===== src/rtl/rce_pkg.sv =====
package rce_pkg;

  // Packet layout
  localparam int ADDR_BITS       = 10;
  localparam int DATA_BITS       = 8;
  localparam int PKT_BITS        = ADDR_BITS + DATA_BITS;
  localparam int WORDS_PER_CYCLE = 3;
  localparam int SLOTS_PER_BIT   = 4;
  localparam int GAP_BIT         = PKT_BITS;   // One silent bit cell closes each word

  // Bit types carried on the air
  localparam logic [1:0] BIT_ZERO = 2'h0;
  localparam logic [1:0] BIT_ONE  = 2'h1;
  localparam logic [1:0] BIT_OPEN = 2'h2;

  // Slot patterns of one bit cell, sent from the top bit down
  localparam logic [3:0] PAT_ONE  = 4'he;
  localparam logic [3:0] PAT_ZERO = 4'h8;
  localparam logic [3:0] PAT_OPEN = 4'ha;

  // Timing: a whole three-word cycle fits the refresh lag
  localparam int CLOCK_KHZ       = 20000;
  localparam int CYCLE_TIME_MS   = 150;
  localparam int SLOTS_PER_CYCLE = WORDS_PER_CYCLE * (PKT_BITS + 1) * SLOTS_PER_BIT;
  localparam int SLOT_CYCLES_DEF = (CYCLE_TIME_MS * CLOCK_KHZ) / SLOTS_PER_CYCLE;
  localparam logic [15:0] SLOT_LEN_MIN = 16'h0001;

  // APB register map
  localparam logic [11:0] REG_SLOT_LEN = 12'h000;
  localparam logic [11:0] REG_STATUS   = 12'h004;
  localparam logic [11:0] REG_SNAPSHOT = 12'h008;

  // Status fields
  localparam int ST_BUSY_BIT   = 0;
  localparam int ST_WORD_LSB   = 1;
  localparam int ST_REQ_BIT    = 3;
  localparam int ST_CYCLES_LSB = 8;

  // Synchronised pin vector layout
  localparam int PIN_W = 2 * (PKT_BITS + 3) + 1;

  typedef enum logic {RCE_IDLE, RCE_SEND} rce_state_t;

endpackage


===== src/rtl/rce_encoder.sv =====
`timescale 1ns/10ps
// Summary of operation
// - Request rise captures address and data, sends the packet three times.
// - While request stays high, a new three-word cycle follows each finished one.
// - After request falls, the running cycle completes, then the encoder idles.
// - Packet order is address bit 0..9, then data bit 0..7.
// - The packet leaves as one serial stream driving the transmitter modulation.
// - Unconnected data inputs read as low.
// - Unconnected address inputs read as high.
// - Data style select picks zero or open for low data; defaults low.
// - Address style selects pick mapping; select 0 defaults low, select 1 high.
// - High data is one; low data is zero if style is 1, else open.
// - Address styles 00 one/zero, 01 one/open, 10 open/zero, 11 one/zero.
// - Inputs are re-sampled at each new cycle start.
module rce_encoder
  import rce_pkg::*;
#(
  parameter logic [15:0] SLOT_CYCLES = SLOT_CYCLES_DEF[15:0]
) (
  input  wire logic                 clock,
  input  wire logic                 rst_n,
  input  wire logic [11:0]          paddr,
  input  wire logic                 psel,
  input  wire logic                 penable,
  input  wire logic                 pwrite,
  input  wire logic [31:0]          pwdata,
  output logic      [31:0]          prdata,
  output logic                      pready,
  output logic                      pslverr,
  input  wire logic                 send_request,
  input  wire logic [DATA_BITS-1:0] data_inputs,
  input  wire logic [DATA_BITS-1:0] data_inputs_connected,
  input  wire logic [ADDR_BITS-1:0] address_inputs,
  input  wire logic [ADDR_BITS-1:0] address_inputs_connected,
  input  wire logic                 data_style_select,
  input  wire logic                 data_style_select_connected,
  input  wire logic                 address_style_select_0,
  input  wire logic                 address_style_select_0_connected,
  input  wire logic                 address_style_select_1,
  input  wire logic                 address_style_select_1_connected,
  output logic                      tx_modulation,
  output logic                      tx_active
);

  logic [PIN_W-1:0]      pin_raw;
  logic [PIN_W-1:0]      pin_sync;
  logic [ADDR_BITS-1:0]  addr_lvl;
  logic [DATA_BITS-1:0]  data_lvl;
  logic                  dcfg;
  logic                  acfg0;
  logic                  acfg1;
  logic                  req_lvl;
  logic [2*PKT_BITS-1:0] pkt_types;
  logic [PKT_BITS-1:0]   pkt_levels;

  rce_state_t            state;
  rce_state_t            next_state;
  logic [2*PKT_BITS-1:0] types;
  logic [2*PKT_BITS-1:0] next_types;
  logic [PKT_BITS-1:0]   snapshot;
  logic [PKT_BITS-1:0]   next_snapshot;
  logic [15:0]           slot_timer;
  logic [15:0]           next_slot_timer;
  logic [1:0]            slot_idx;
  logic [1:0]            next_slot_idx;
  logic [4:0]            bit_idx;
  logic [4:0]            next_bit_idx;
  logic [1:0]            word_idx;
  logic [1:0]            next_word_idx;
  logic [7:0]            cycle_count;
  logic [7:0]            next_cycle_count;
  logic                  next_tx_modulation;
  logic                  next_tx_active;
  logic [3:0]            next_pattern;
  logic                  cycle_end;
  logic [15:0]           slot_len;
  logic [15:0]           next_slot_len;
  logic [31:0]           next_prdata;
  logic                  next_pready;
  logic                  next_pslverr;

  // Every pin, level and connection flag alike, is synchronised before use
  assign pin_raw = {send_request,
                    address_style_select_1_connected, address_style_select_1,
                    address_style_select_0_connected, address_style_select_0,
                    data_style_select_connected, data_style_select,
                    address_inputs_connected, address_inputs,
                    data_inputs_connected, data_inputs};

  rce_sync #(.WIDTH(PIN_W)) u_sync (
    .clock    (clock),
    .rst_n    (rst_n),
    .pin_in   (pin_raw),
    .pin_sync (pin_sync)
  );

  // Weak pulls decide the level of an unconnected pin
  assign req_lvl = pin_sync[PIN_W-1];
  assign acfg1   = pin_sync[PIN_W-2] ? pin_sync[PIN_W-3] : 1'b1;
  assign acfg0   = pin_sync[PIN_W-4] ? pin_sync[PIN_W-5] : 1'b0;
  assign dcfg    = pin_sync[PIN_W-6] ? pin_sync[PIN_W-7] : 1'b0;

  // Per-pin resolution and bit type mapping
  genvar gi;
  generate
    for (gi = 0; gi < PKT_BITS; gi++) begin : g_bit
      if (gi < ADDR_BITS) begin : g_addr
        assign addr_lvl[gi] = pin_sync[DATA_BITS*2+ADDR_BITS+gi] ?
                              pin_sync[DATA_BITS*2+gi] : 1'b1;
        assign pkt_levels[gi] = addr_lvl[gi];
        // Style 10 turns a high into open, style 01 turns a low into open
        assign pkt_types[2*gi +: 2] = addr_lvl[gi] ?
                                      ((acfg1 && !acfg0) ? BIT_OPEN : BIT_ONE) :
                                      ((!acfg1 && acfg0) ? BIT_OPEN : BIT_ZERO);
      end else begin : g_data
        assign data_lvl[gi-ADDR_BITS] = pin_sync[DATA_BITS+gi-ADDR_BITS] ?
                                        pin_sync[gi-ADDR_BITS] : 1'b0;
        assign pkt_levels[gi] = data_lvl[gi-ADDR_BITS];
        assign pkt_types[2*gi +: 2] = data_lvl[gi-ADDR_BITS] ? BIT_ONE :
                                      (dcfg ? BIT_ZERO : BIT_OPEN);
      end
    end
  endgenerate

  // Slot pattern of a bit type
  function automatic logic [3:0] rce_pattern(input logic [1:0] kind);
    logic [3:0] pat;
    pat = PAT_ZERO;
    if (kind == BIT_ONE) begin
      pat = PAT_ONE;
    end else if (kind == BIT_OPEN) begin
      pat = PAT_OPEN;
    end
    return pat;
  endfunction

  assign cycle_end = (state == RCE_SEND) && (slot_timer == slot_len - 16'h0001) &&
                     (slot_idx == 2'(SLOTS_PER_BIT - 1)) && (bit_idx == 5'(GAP_BIT)) &&
                     (word_idx == 2'(WORDS_PER_CYCLE - 1));

  // Encoder sequencer: slot timer, slot, bit and word counters
  always_comb begin
    next_state       = state;
    next_types       = types;
    next_snapshot    = snapshot;
    next_slot_timer  = slot_timer;
    next_slot_idx    = slot_idx;
    next_bit_idx     = bit_idx;
    next_word_idx    = word_idx;
    next_cycle_count = cycle_count;
    case (state)
      RCE_IDLE: begin
        if (req_lvl) begin
          next_state      = RCE_SEND;
          next_types      = pkt_types;
          next_snapshot   = pkt_levels;
          next_slot_timer = 16'h0000;
          next_slot_idx   = 2'h0;
          next_bit_idx    = 5'h00;
          next_word_idx   = 2'h0;
        end
      end
      RCE_SEND: begin
        if (slot_timer != slot_len - 16'h0001) begin
          next_slot_timer = slot_timer + 16'h0001;
        end else begin
          next_slot_timer = 16'h0000;
          if (slot_idx != 2'(SLOTS_PER_BIT - 1)) begin
            next_slot_idx = slot_idx + 2'h1;
          end else begin
            next_slot_idx = 2'h0;
            if (bit_idx != 5'(GAP_BIT)) begin
              next_bit_idx = bit_idx + 5'h01;
            end else begin
              next_bit_idx = 5'h00;
              if (word_idx != 2'(WORDS_PER_CYCLE - 1)) begin
                next_word_idx = word_idx + 2'h1;
              end else begin
                next_word_idx    = 2'h0;
                next_cycle_count = cycle_count + 8'h01;
                if (req_lvl) begin
                  next_types    = pkt_types;
                  next_snapshot = pkt_levels;
                end else begin
                  next_state = RCE_IDLE;
                end
              end
            end
          end
        end
      end
      default: begin
        next_state = RCE_IDLE;
      end
    endcase
    // Output follows the next counters so that it leaves a flip-flop
    next_tx_active     = (next_state == RCE_SEND);
    next_pattern       = PAT_ZERO;
    next_tx_modulation = 1'b0;
    if (next_state == RCE_SEND && next_bit_idx != 5'(GAP_BIT)) begin
      // The gap cell index lies past the type vector, so it is never looked up
      next_pattern       = rce_pattern(next_types[2*next_bit_idx +: 2]);
      next_tx_modulation = next_pattern[2'(SLOTS_PER_BIT - 1) - next_slot_idx];
    end
  end

  always_ff @(posedge clock or negedge rst_n) begin
    if (!rst_n) begin
      state         <= RCE_IDLE;
      types         <= '0;
      snapshot      <= '0;
      slot_timer    <= 16'h0000;
      slot_idx      <= 2'h0;
      bit_idx       <= 5'h00;
      word_idx      <= 2'h0;
      cycle_count   <= 8'h00;
      tx_modulation <= 1'b0;
      tx_active     <= 1'b0;
    end else begin
      state         <= next_state;
      types         <= next_types;
      snapshot      <= next_snapshot;
      slot_timer    <= next_slot_timer;
      slot_idx      <= next_slot_idx;
      bit_idx       <= next_bit_idx;
      word_idx      <= next_word_idx;
      cycle_count   <= next_cycle_count;
      tx_modulation <= next_tx_modulation;
      tx_active     <= next_tx_active;
    end
  end

  // APB slave: data is prepared in setup, so access always takes one wait-free cycle
  always_comb begin
    next_slot_len = slot_len;
    next_pready   = psel && !penable;
    next_prdata   = 32'h0000_0000;
    next_pslverr  = 1'b0;
    if (psel && !penable) begin
      case (paddr)
        REG_SLOT_LEN: next_prdata = {16'h0000, slot_len};
        REG_STATUS: begin
          next_prdata[ST_BUSY_BIT]                = (state == RCE_SEND);
          next_prdata[ST_WORD_LSB +: 2]           = word_idx;
          next_prdata[ST_REQ_BIT]                 = req_lvl;
          next_prdata[ST_CYCLES_LSB +: 8]         = cycle_count;
        end
        REG_SNAPSHOT: next_prdata = {14'h0000, snapshot};
        default: next_pslverr = 1'b1;  // Unmapped address answers with an error
      endcase
    end
    // A zero slot length would wrap the timer compare and stretch each slot to 65536 clocks, so it is clamped
    if (psel && penable && pready && pwrite && paddr == REG_SLOT_LEN) begin
      next_slot_len = (pwdata[15:0] < SLOT_LEN_MIN) ? SLOT_LEN_MIN : pwdata[15:0];
    end
  end

  always_ff @(posedge clock or negedge rst_n) begin
    if (!rst_n) begin
      slot_len <= SLOT_CYCLES;
      prdata   <= 32'h0000_0000;
      pready   <= 1'b0;
      pslverr  <= 1'b0;
    end else begin
      slot_len <= next_slot_len;
      prdata   <= next_prdata;
      pready   <= next_pready;
      pslverr  <= next_pslverr;
    end
  end
endmodule


===== src/rtl/rce_sync.sv =====
`timescale 1ns/10ps
// Two-stage synchroniser for pins that arrive from outside the clock domain
module rce_sync #(
  parameter int WIDTH = 1
) (
  input  wire logic             clock,
  input  wire logic             rst_n,
  input  wire logic [WIDTH-1:0] pin_in,
  output logic      [WIDTH-1:0] pin_sync
);

  logic [WIDTH-1:0] stage1;

  // First stage feeds only the second one
  always_ff @(posedge clock or negedge rst_n) begin
    if (!rst_n) begin
      stage1   <= '0;
      pin_sync <= '0;
    end else begin
      stage1   <= pin_in;
      pin_sync <= stage1;
    end
  end

endmodule


===== config.mk =====
export PLATFORM = sky130hd
export DESIGN_NAME = rce_encoder
export DESIGN_NICKNAME = d
export VERILOG_FILES = /design/src/rtl/rce_pkg.sv /design/src/rtl/rce_encoder.sv /design/src/rtl/rce_sync.sv
export SDC_FILE = /design/constraint.sdc
export NUM_CORES = 1
export LEC_CHECK = 0
export ABC_AREA = 1
export BUFFER_PORTS_ARGS = -buffer_cell sky130_fd_sc_hd__buf_2
export CAP_MARGIN = 5
export CORE_ASPECT_RATIO = 0.8
export CORE_UTILIZATION = 53
export DETAILED_ROUTE_END_ITERATION = 8
export MAX_ROUTING_LAYER = met4
export PLACE_DENSITY = 0.77
export SLEW_MARGIN = 25
export SYNTH_ARGS = -nofsm -noshare
export SYNTH_HDL_FRONTEND = slang
export SYNTH_HIERARCHICAL = 1
export SYNTH_SLANG_ARGS = --single-unit

===== constraint.sdc =====
create_clock -name clock -period 3.08 [get_ports clock]
set_input_delay 0.616 -clock clock [delete_from_list [all_inputs] [get_ports clock]]
set_output_delay 0.616 -clock clock [all_outputs]
set_load 0.05 [all_outputs]

# Word-level counts from Yosys, hierarchy flattened
# Cells that the tools add are included.
op_classes:
  addsub: 7
  order_cmp: 2
  eq_ne: 14
  n_shift: 1
  muxes: 92
  bitwise_logic: 5
  reduce_logical: 16
op_table:
  columns: ["operator", "count"]
  rows:
  - ["2-to-1 mux 36 bit", 5]
  - ["2-to-1 mux 18 bit", 6]
  - ["case mux 36 bit (2 select lines)", 1]
  - ["2-to-1 mux 2 bit", 31]
  - ["2-to-1 mux 16 bit", 3]
  - ["case mux 18 bit (2 select lines)", 1]
  - ["variable part select 36 x 7 -> 2 bit", 1]
  - ["case mux 16 bit (2 select lines)", 1]
  - ["2-to-1 mux 1 bit", 30]
  - ["case mux 8 bit (3 select lines)", 1]
  - ["2-to-1 mux 5 bit", 4]
  - ["adder 16 x 1 -> 16 bit (second input constant)", 1]
  - ["less-than comparator 16 x 1 -> 1 bit (second input constant)", 1]
  - ["inequality test 16 bit", 1]
  - ["subtractor 16 x 1 -> 16 bit (second input constant)", 1]
  - ["equality test 12 x 3 -> 1 bit (second input constant)", 1]
  - ["equality test 12 x 4 -> 1 bit (second input constant)", 1]
  - ["zero test 12 bit", 1]
  - ["inequality test 2 bit (second input constant)", 6]
  - ["case mux 4 bit (3 select lines)", 1]
  - ["inequality test 5 bit (second input constant)", 2]
  - ["case mux 5 bit (2 select lines)", 1]
  - ["adder 8 x 1 -> 8 bit (second input constant)", 1]
  - ["logical AND 1 bit", 8]
  - ["18 further kinds", 27]
totals:
  ff_bits: 225
  inputBits: 92
  wordCells: 152

# Depth between registers and ports, before layout
depth:
  ltp_word: 19
  ltp_mapped: 30
  mapped_depth_nobuf: 29

# Hierarchy
# The synthesis kept the hierarchy.
modules_own_cells:
  columns: ["module", "instances", "cells_each", "area_each_um2", "seq_area_each_um2"]
  rows:
  - ["rce_encoder", 1, 1285, 8534.4, 3138.0]
  - ["rce_sync", 1, 86, 2152.1, 2152.1]

# Least setup slack after synthesis
# Ideal clock, no wire load.
synth_path:
  path_type: "register to register"
  startpoint: "reg slot_len[0]"
  endpoint: "reg tx_modulation"
  setup_time_ns: 0.077
  arrival_time_ns: 3.076
  required_ns: 3.003
  slack_ns: -0.074
  stages_incl_launch_ff: 28
  n_path_buf: 1
  synth_period_minus_slack_ns: 3.154
  path_cell_list: "dfstp_2 inv_1 ha_1 nand2_1 nor2_4 nand2_1 nand2_1 nand2_1 nand2_1 nor2_2 inv_1 nor2_2 nand2_2 nand2_2 nand2_2 a21oi_4 buf_6 nand3_1 nand2_1 nand2_1 nand3_1 nand2_1 nand2_1 nand2_1 ha_1 o21ai_1 nand3_1 a21oi_1"
synth_via:
  elab_chain_len: 12
  word_cells_on_any_way: 22
  classes_between: "add/sub (2); eq/ne (4); shift (1); mux (14); reduce/logical (1)"
synth_lines:
  columns: ["element", "line", "text"]
  rows:
  - ["start: declaration", "rce_encoder.sv:76", "logic [15:0] slot_len;"]
  - ["start signal: assignment", "rce_encoder.sv:265", "slot_len <= next_slot_len;"]
  - ["subtractor 16 x 1 -> 16 bit (*)", "rce_encoder.sv:164", "if (slot_timer != slot_len - 16'h0001) begin"]
  - ["inequality test 16 bit (*)", "rce_encoder.sv:164", null]
  - ["2-to-1 mux 5 bit (*)", "rce_encoder.sv:164", null]
  - ["case mux 5 bit (2 select lines) (*)", "rce_encoder.sv:151", "case (state)"]
  - ["named net next_bit_idx[0]", "rce_encoder.sv:67", "logic [4:0] next_bit_idx;"]
  - ["variable part select 36 x 7 -> 2 bit", "rce_encoder.sv:202", "next_pattern = rce_pattern(next_types[2*next_bit_idx +: 2]);"]
  - ["equality test 2 bit", "rce_encoder.sv:131", "end else if (kind == BIT_OPEN) begin"]
  - ["2-to-1 mux 2 bit", "rce_encoder.sv:131", null]
  - ["2-to-1 mux 3 bit", "rce_encoder.sv:129", "if (kind == BIT_ONE) begin"]
  - ["2-to-1 mux 4 bit", "rce_encoder.sv:200", "if (next_state == RCE_SEND && next_bit_idx != 5'(GAP_BIT)) begin"]
  - ["binary-select mux 1 bit (select 2 bit)", "rce_encoder.sv:203", "next_tx_modulation = next_pattern[2'(SLOTS_PER_BIT - 1) - next_slot_idx];"]
  - ["2-to-1 mux 1 bit (implied by the code)", "rce_encoder.sv:203", null]
  - ["2-to-1 mux 1 bit (*)", "rce_encoder.sv:200", null]
  - ["named net next_tx_modulation", "rce_encoder.sv:72", "logic next_tx_modulation;"]
  - ["end signal: assignment", "rce_encoder.sv:228", "tx_modulation <= next_tx_modulation;"]
  - ["end: declaration", "rce_encoder.sv:41", "output logic tx_modulation,"]
# Mark *: on every way through the listed nets, which the timed path passes. The rest lies on a longest branch. The select of a mux whose other input is x is not followed.
# A chain may end at the register's enable or synchronous reset.

# Worst setup path after layout
layout_path:
  startpoint: "reg slot_len[1]"
  endpoint: "reg tx_modulation"
layout_via:
  elab_chain_len: 12
  word_cells_on_any_way: 22
  classes_between: "add/sub (2); eq/ne (4); shift (1); mux (14); reduce/logical (1)"
layout_lines:
  columns: ["element", "line", "text"]
  rows:
  - ["subtractor 16 x 1 -> 16 bit (*)", "rce_encoder.sv:164", null]
  - ["inequality test 16 bit (*)", "rce_encoder.sv:164", null]
  - ["2-to-1 mux 36 bit (*)", "rce_encoder.sv:164", null]
  - ["case mux 36 bit (2 select lines) (*)", "rce_encoder.sv:151", null]
  - ["named net next_types[29]", "rce_encoder.sv:59", "logic [2*PKT_BITS-1:0] next_types;"]
  - ["variable part select 36 x 7 -> 2 bit (*)", "rce_encoder.sv:202", null]
  - ["equality test 2 bit", "rce_encoder.sv:131", null]
  - ["2-to-1 mux 2 bit", "rce_encoder.sv:131", null]
  - ["2-to-1 mux 3 bit (*)", "rce_encoder.sv:129", null]
  - ["2-to-1 mux 4 bit (*)", "rce_encoder.sv:200", null]
  - ["binary-select mux 1 bit (select 2 bit) (*)", "rce_encoder.sv:203", null]
  - ["2-to-1 mux 1 bit (implied by the code) (*)", "rce_encoder.sv:203", null]
  - ["2-to-1 mux 1 bit (*)", "rce_encoder.sv:200", null]
  - ["named net next_tx_modulation", "rce_encoder.sv:72", null]
# Marked as above.

==> metrics.yaml <==
layout:
  drive_above_1_share_pct: 22.1
  n_antenna_cell: 0
  final_cells: 1858
  layout.nets: 1679
  syn2layout_area_growth_pct: 24.7
  fin_util_pct: 67.3
power:
  intPower_w: 0.00513
  leakagePower_nw: 6.81
  switchingPower_w: 0.00196
  swShare_pct: 27.7
  seqPwrFrac_pct: 44.1
  pwr-share-clk_pct: 38.5
  ir_worst_vdd_uv: 605
  p_comb_share_pct: 17.4
  p_per_area_mw_per_mm2: 532
global_route:
  grt_pass1_vias: 9361
  antenna_found_initial: 0
  grt_start_max_net_pins: 65
  grt_pass1_wl_um: 46000
  grt_use_total_pct: 29.0
  overflow: 0
yosys:
  syn_avg_cell_area_um2: 7.79
  ys_warn_count: 6
  yosys.cell_types.count: 54
  ys.flop_type: "dfrtp_1"
  yosysTopAreaCell: "dfrtp_1"
  ys_ff_latch: 211
  yosysSeqAreaShare_pct: 49.5
  synth_area_leaders: "dfrtp_1 48%, nand2_1 18%, inv_1 4.5%"
  syn-cell-area_mm2: 0.0107
  synthCells: 1371
  synth_edf_count: 0
  async_flop_share_pct: 100
  synth_top_area_share_pct: 47.5
floorplan:
  initial_core_util_pct: 54.0
  chipWidth_um: 161
  coreArea_mm2: 0.0198
  row_count: 46
  die_h_um: 129
  dieArea_mm2: 0.0207
  io_pins: 128
critical_path:
  arrival_ns: 3.89
  cpMaxStageDelayCell: "dfrtp_1"
  crit_type: "flip-flop to flip-flop"
  crit_path_max_fanout: 8
  endpoint_kind: "flip-flop"
  slowest_delay_ns: 0.41
  setup.worst_path.start: "slot_len[1]"
  r2r-start: "slot_len[1]"
  required_ns: 3.51
  cpMostUsedCell: "nand2_1"
  start_kind: "flip-flop"
sta:
  setup_violations: 1
  skew_ns: 0.0115
  tightestPinTransition_ns: 0.567
  min_period_ns: 3.46
  grt_setup_unrepaired: "true"
  hold_viol: 0
  slew_viol_final: 0
  worst_slack_ns: -0.375
  slew_headroom_pct: 61.8
  fin_crit_sh_pct: 112
  max_freq_mhz: 289
routing:
  wl_per_cell_um: 15.5
  first_pass_iters: 8
  drt_iter0_drc: 875
  top_layer: "met4"
  viasPerCell: 5.34
  wl_met2_um: 13300
  drt-total-wl_um: 28800
  vias: 9928
  route.met3.wl_um: 2460
  ant_nets: 0
  drc: 0
  wl_met1_um: 12400
min_path:
  hp-class: "input pin to asynchronous set/reset pin"
clocking:
  cts-buffers-inserted: 21
  clk_pin_slew_ns: 0.06
  clock_sinks: 211
  root_buffer: "clkbuf_16"
  cts_buffer_depth: 3
  clock_latency_ns: 0.51
  h-tree-depth: 1
  cts_tree: "built"
placement:
  dp_hpwl_um: 20200
  place_inst: 1810
  portBuffers: 97
  gp_congestion: 0.883
outcome:
  outcome: "finished with violations"
  violations: "negative setup slack"
run:
  drv_cap: 0
[power groups by stage]
stage | combinational, W | clock (W) | sequential [W]
2_1_floorplan | 0.000738 | 0 | 0.00315
3_3_place_gp | 0.00113 | 0 | 0.00316
3_5_place_dp | 0.00117 | 0 | 0.00317
4_1_cts | 0.00119 | 0.00275 | 0.00313
5_1_grt | 0.00138 | 0.00287 | 0.00315
6_report | 0.00123 | 0.00273 | 0.00313
[layout by cell type (no fill, tap or decap), types with 6 or more instances in the layout]
cell,Yosys,layout
a21oi_1,30,29
a31oi_1,15,15
buf_12,0,12
buf_2,7,96
buf_4,18,125
clkbuf_16,0,22
conb_1,1,14
dfrtp_1,203,201
dfstp_2,8,8
ha_1,7,6
inv_1,129,126
inv_2,3,6
nand2_1,516,502
nand2_2,8,20
nand3_1,75,68
nand3_2,2,9
nand3b_1,6,6
nor2_1,65,63
nor2_2,14,13
nor3_1,16,16
nor4_1,7,7
o21ai_0,96,95
o21ai_1,9,10
o22ai_1,12,12
xnor2_1,11,10
xor2_1,19,19
[worst max-delay path, delay by kind of cell, from the launching register on]
family	cells	cell delay [ns]
flip-flops	1	0.41
AND/OR/NAND/NOR	20	1.79
AO/OA/AOI/OAI	2	0.22
adder cells (fa/ha/maj)	2	0.48
buffers and inverters	4	0.48
[kinds of logic after synthesis]
group	share of synthesized area, %
flops	49.5
compound gates	10.0
other cells	0.0351
simple gates	28.7
xor+xnor	2.46
fa+ha+maj	0.820
mux	0.597
buf+inv	7.88
[state kept, by name, indices dropped and copies added (netlist names)]
signal	count
bit_idx	5
cycle_count	8
prdata	18
pready	1
pslverr	1
slot_idx	2
slot_len	16
slot_timer	16
snapshot	18
state	1
tx_modulation	1
types	36
u_sync/pin_sync	43
u_sync/stage1	43
word_idx	2
[layout make-up]
cell class / count / area, um2
Tap cell: 264 / 330
Fill cell: 1600 / 6480
Inverter: 135 / 507
Timing Repair Buffer: 236 / 1710
Multi-Input combinational cell: 975 / 4750
Sequential cell: 211 / 5290
Clock inverter: 10 / 161
Clock buffer: 27 / 568
[final timing paths]
path / to / slack (ns) / cells past startpoint
max: tx_modulation / -0.38 / 28
min: cycle_count[3] / 0.09 / 1
max reg2reg: tx_modulation / -0.38 / 28
min reg2reg: u_sync/pin_sync[27] / 0.35 / 0
max in group asynchronous: slot_len[12] / 2.11 / 2
min in group clock: u_sync/stage1[15] / 0.21 / 1
[Yosys cell counts (all sizes together) (3+ instances only)]
cell and number:
nand4 5, clkbuf 33, buf 30, a221oi 3, nand3b 6, o32ai 3, nor4 8, nand3 78
inv 132, a21boi 3, mux2 3, or2 5, xor2 19, dfstp 8, o22ai 12, a31oi 15
clkinv 3, xnor2 11, o211ai 3, mux2i 3, ha 7, a21oi 32, nor3 16, o21ai 105
nand2 526, dfrtp 203, nor2 82
[what timing repair did]
| item | CTS | global route |
|---|---|---|
| cloned | 0 | 1 |
| pin swaps | 5 | 27 |
| hold endpoints to repair | 0 | 0 |
| endpoints found under the setup margin | 4 | 7 |
| gates resized for setup | 12 | 30 |
| setup buffers | 1 | 9 |
| hold buffers | 0 | 0 |
[per-stage QoR]
stage                     instance area, um2  total power [W]  hold slack (ns)  TNS (ns)  setup slack (ns)
after floorplan                        10800          0.00388            0.320         0           0.00560
after global placement                 12300          0.00430            0.333    -0.284            -0.284
after detailed placement               12300          0.00434            0.335    -0.351            -0.322
after CTS                              13100          0.00707            0.119    -0.278            -0.278
after global routing                   13300          0.00740            0.130    -0.588            -0.586
final                                  13300          0.00709           0.0903    -0.375            -0.375
[per-layer routing]
metal  vias to the layer above  global-route usage (%)
li1                       4769                       -
met5                         -                       -
met4                         0                    7.94
met1                      4673                    38.8
met2                       431                    45.7
met3                        55                    5.19
Note: power is estimated with default switching activity, not from simulation.
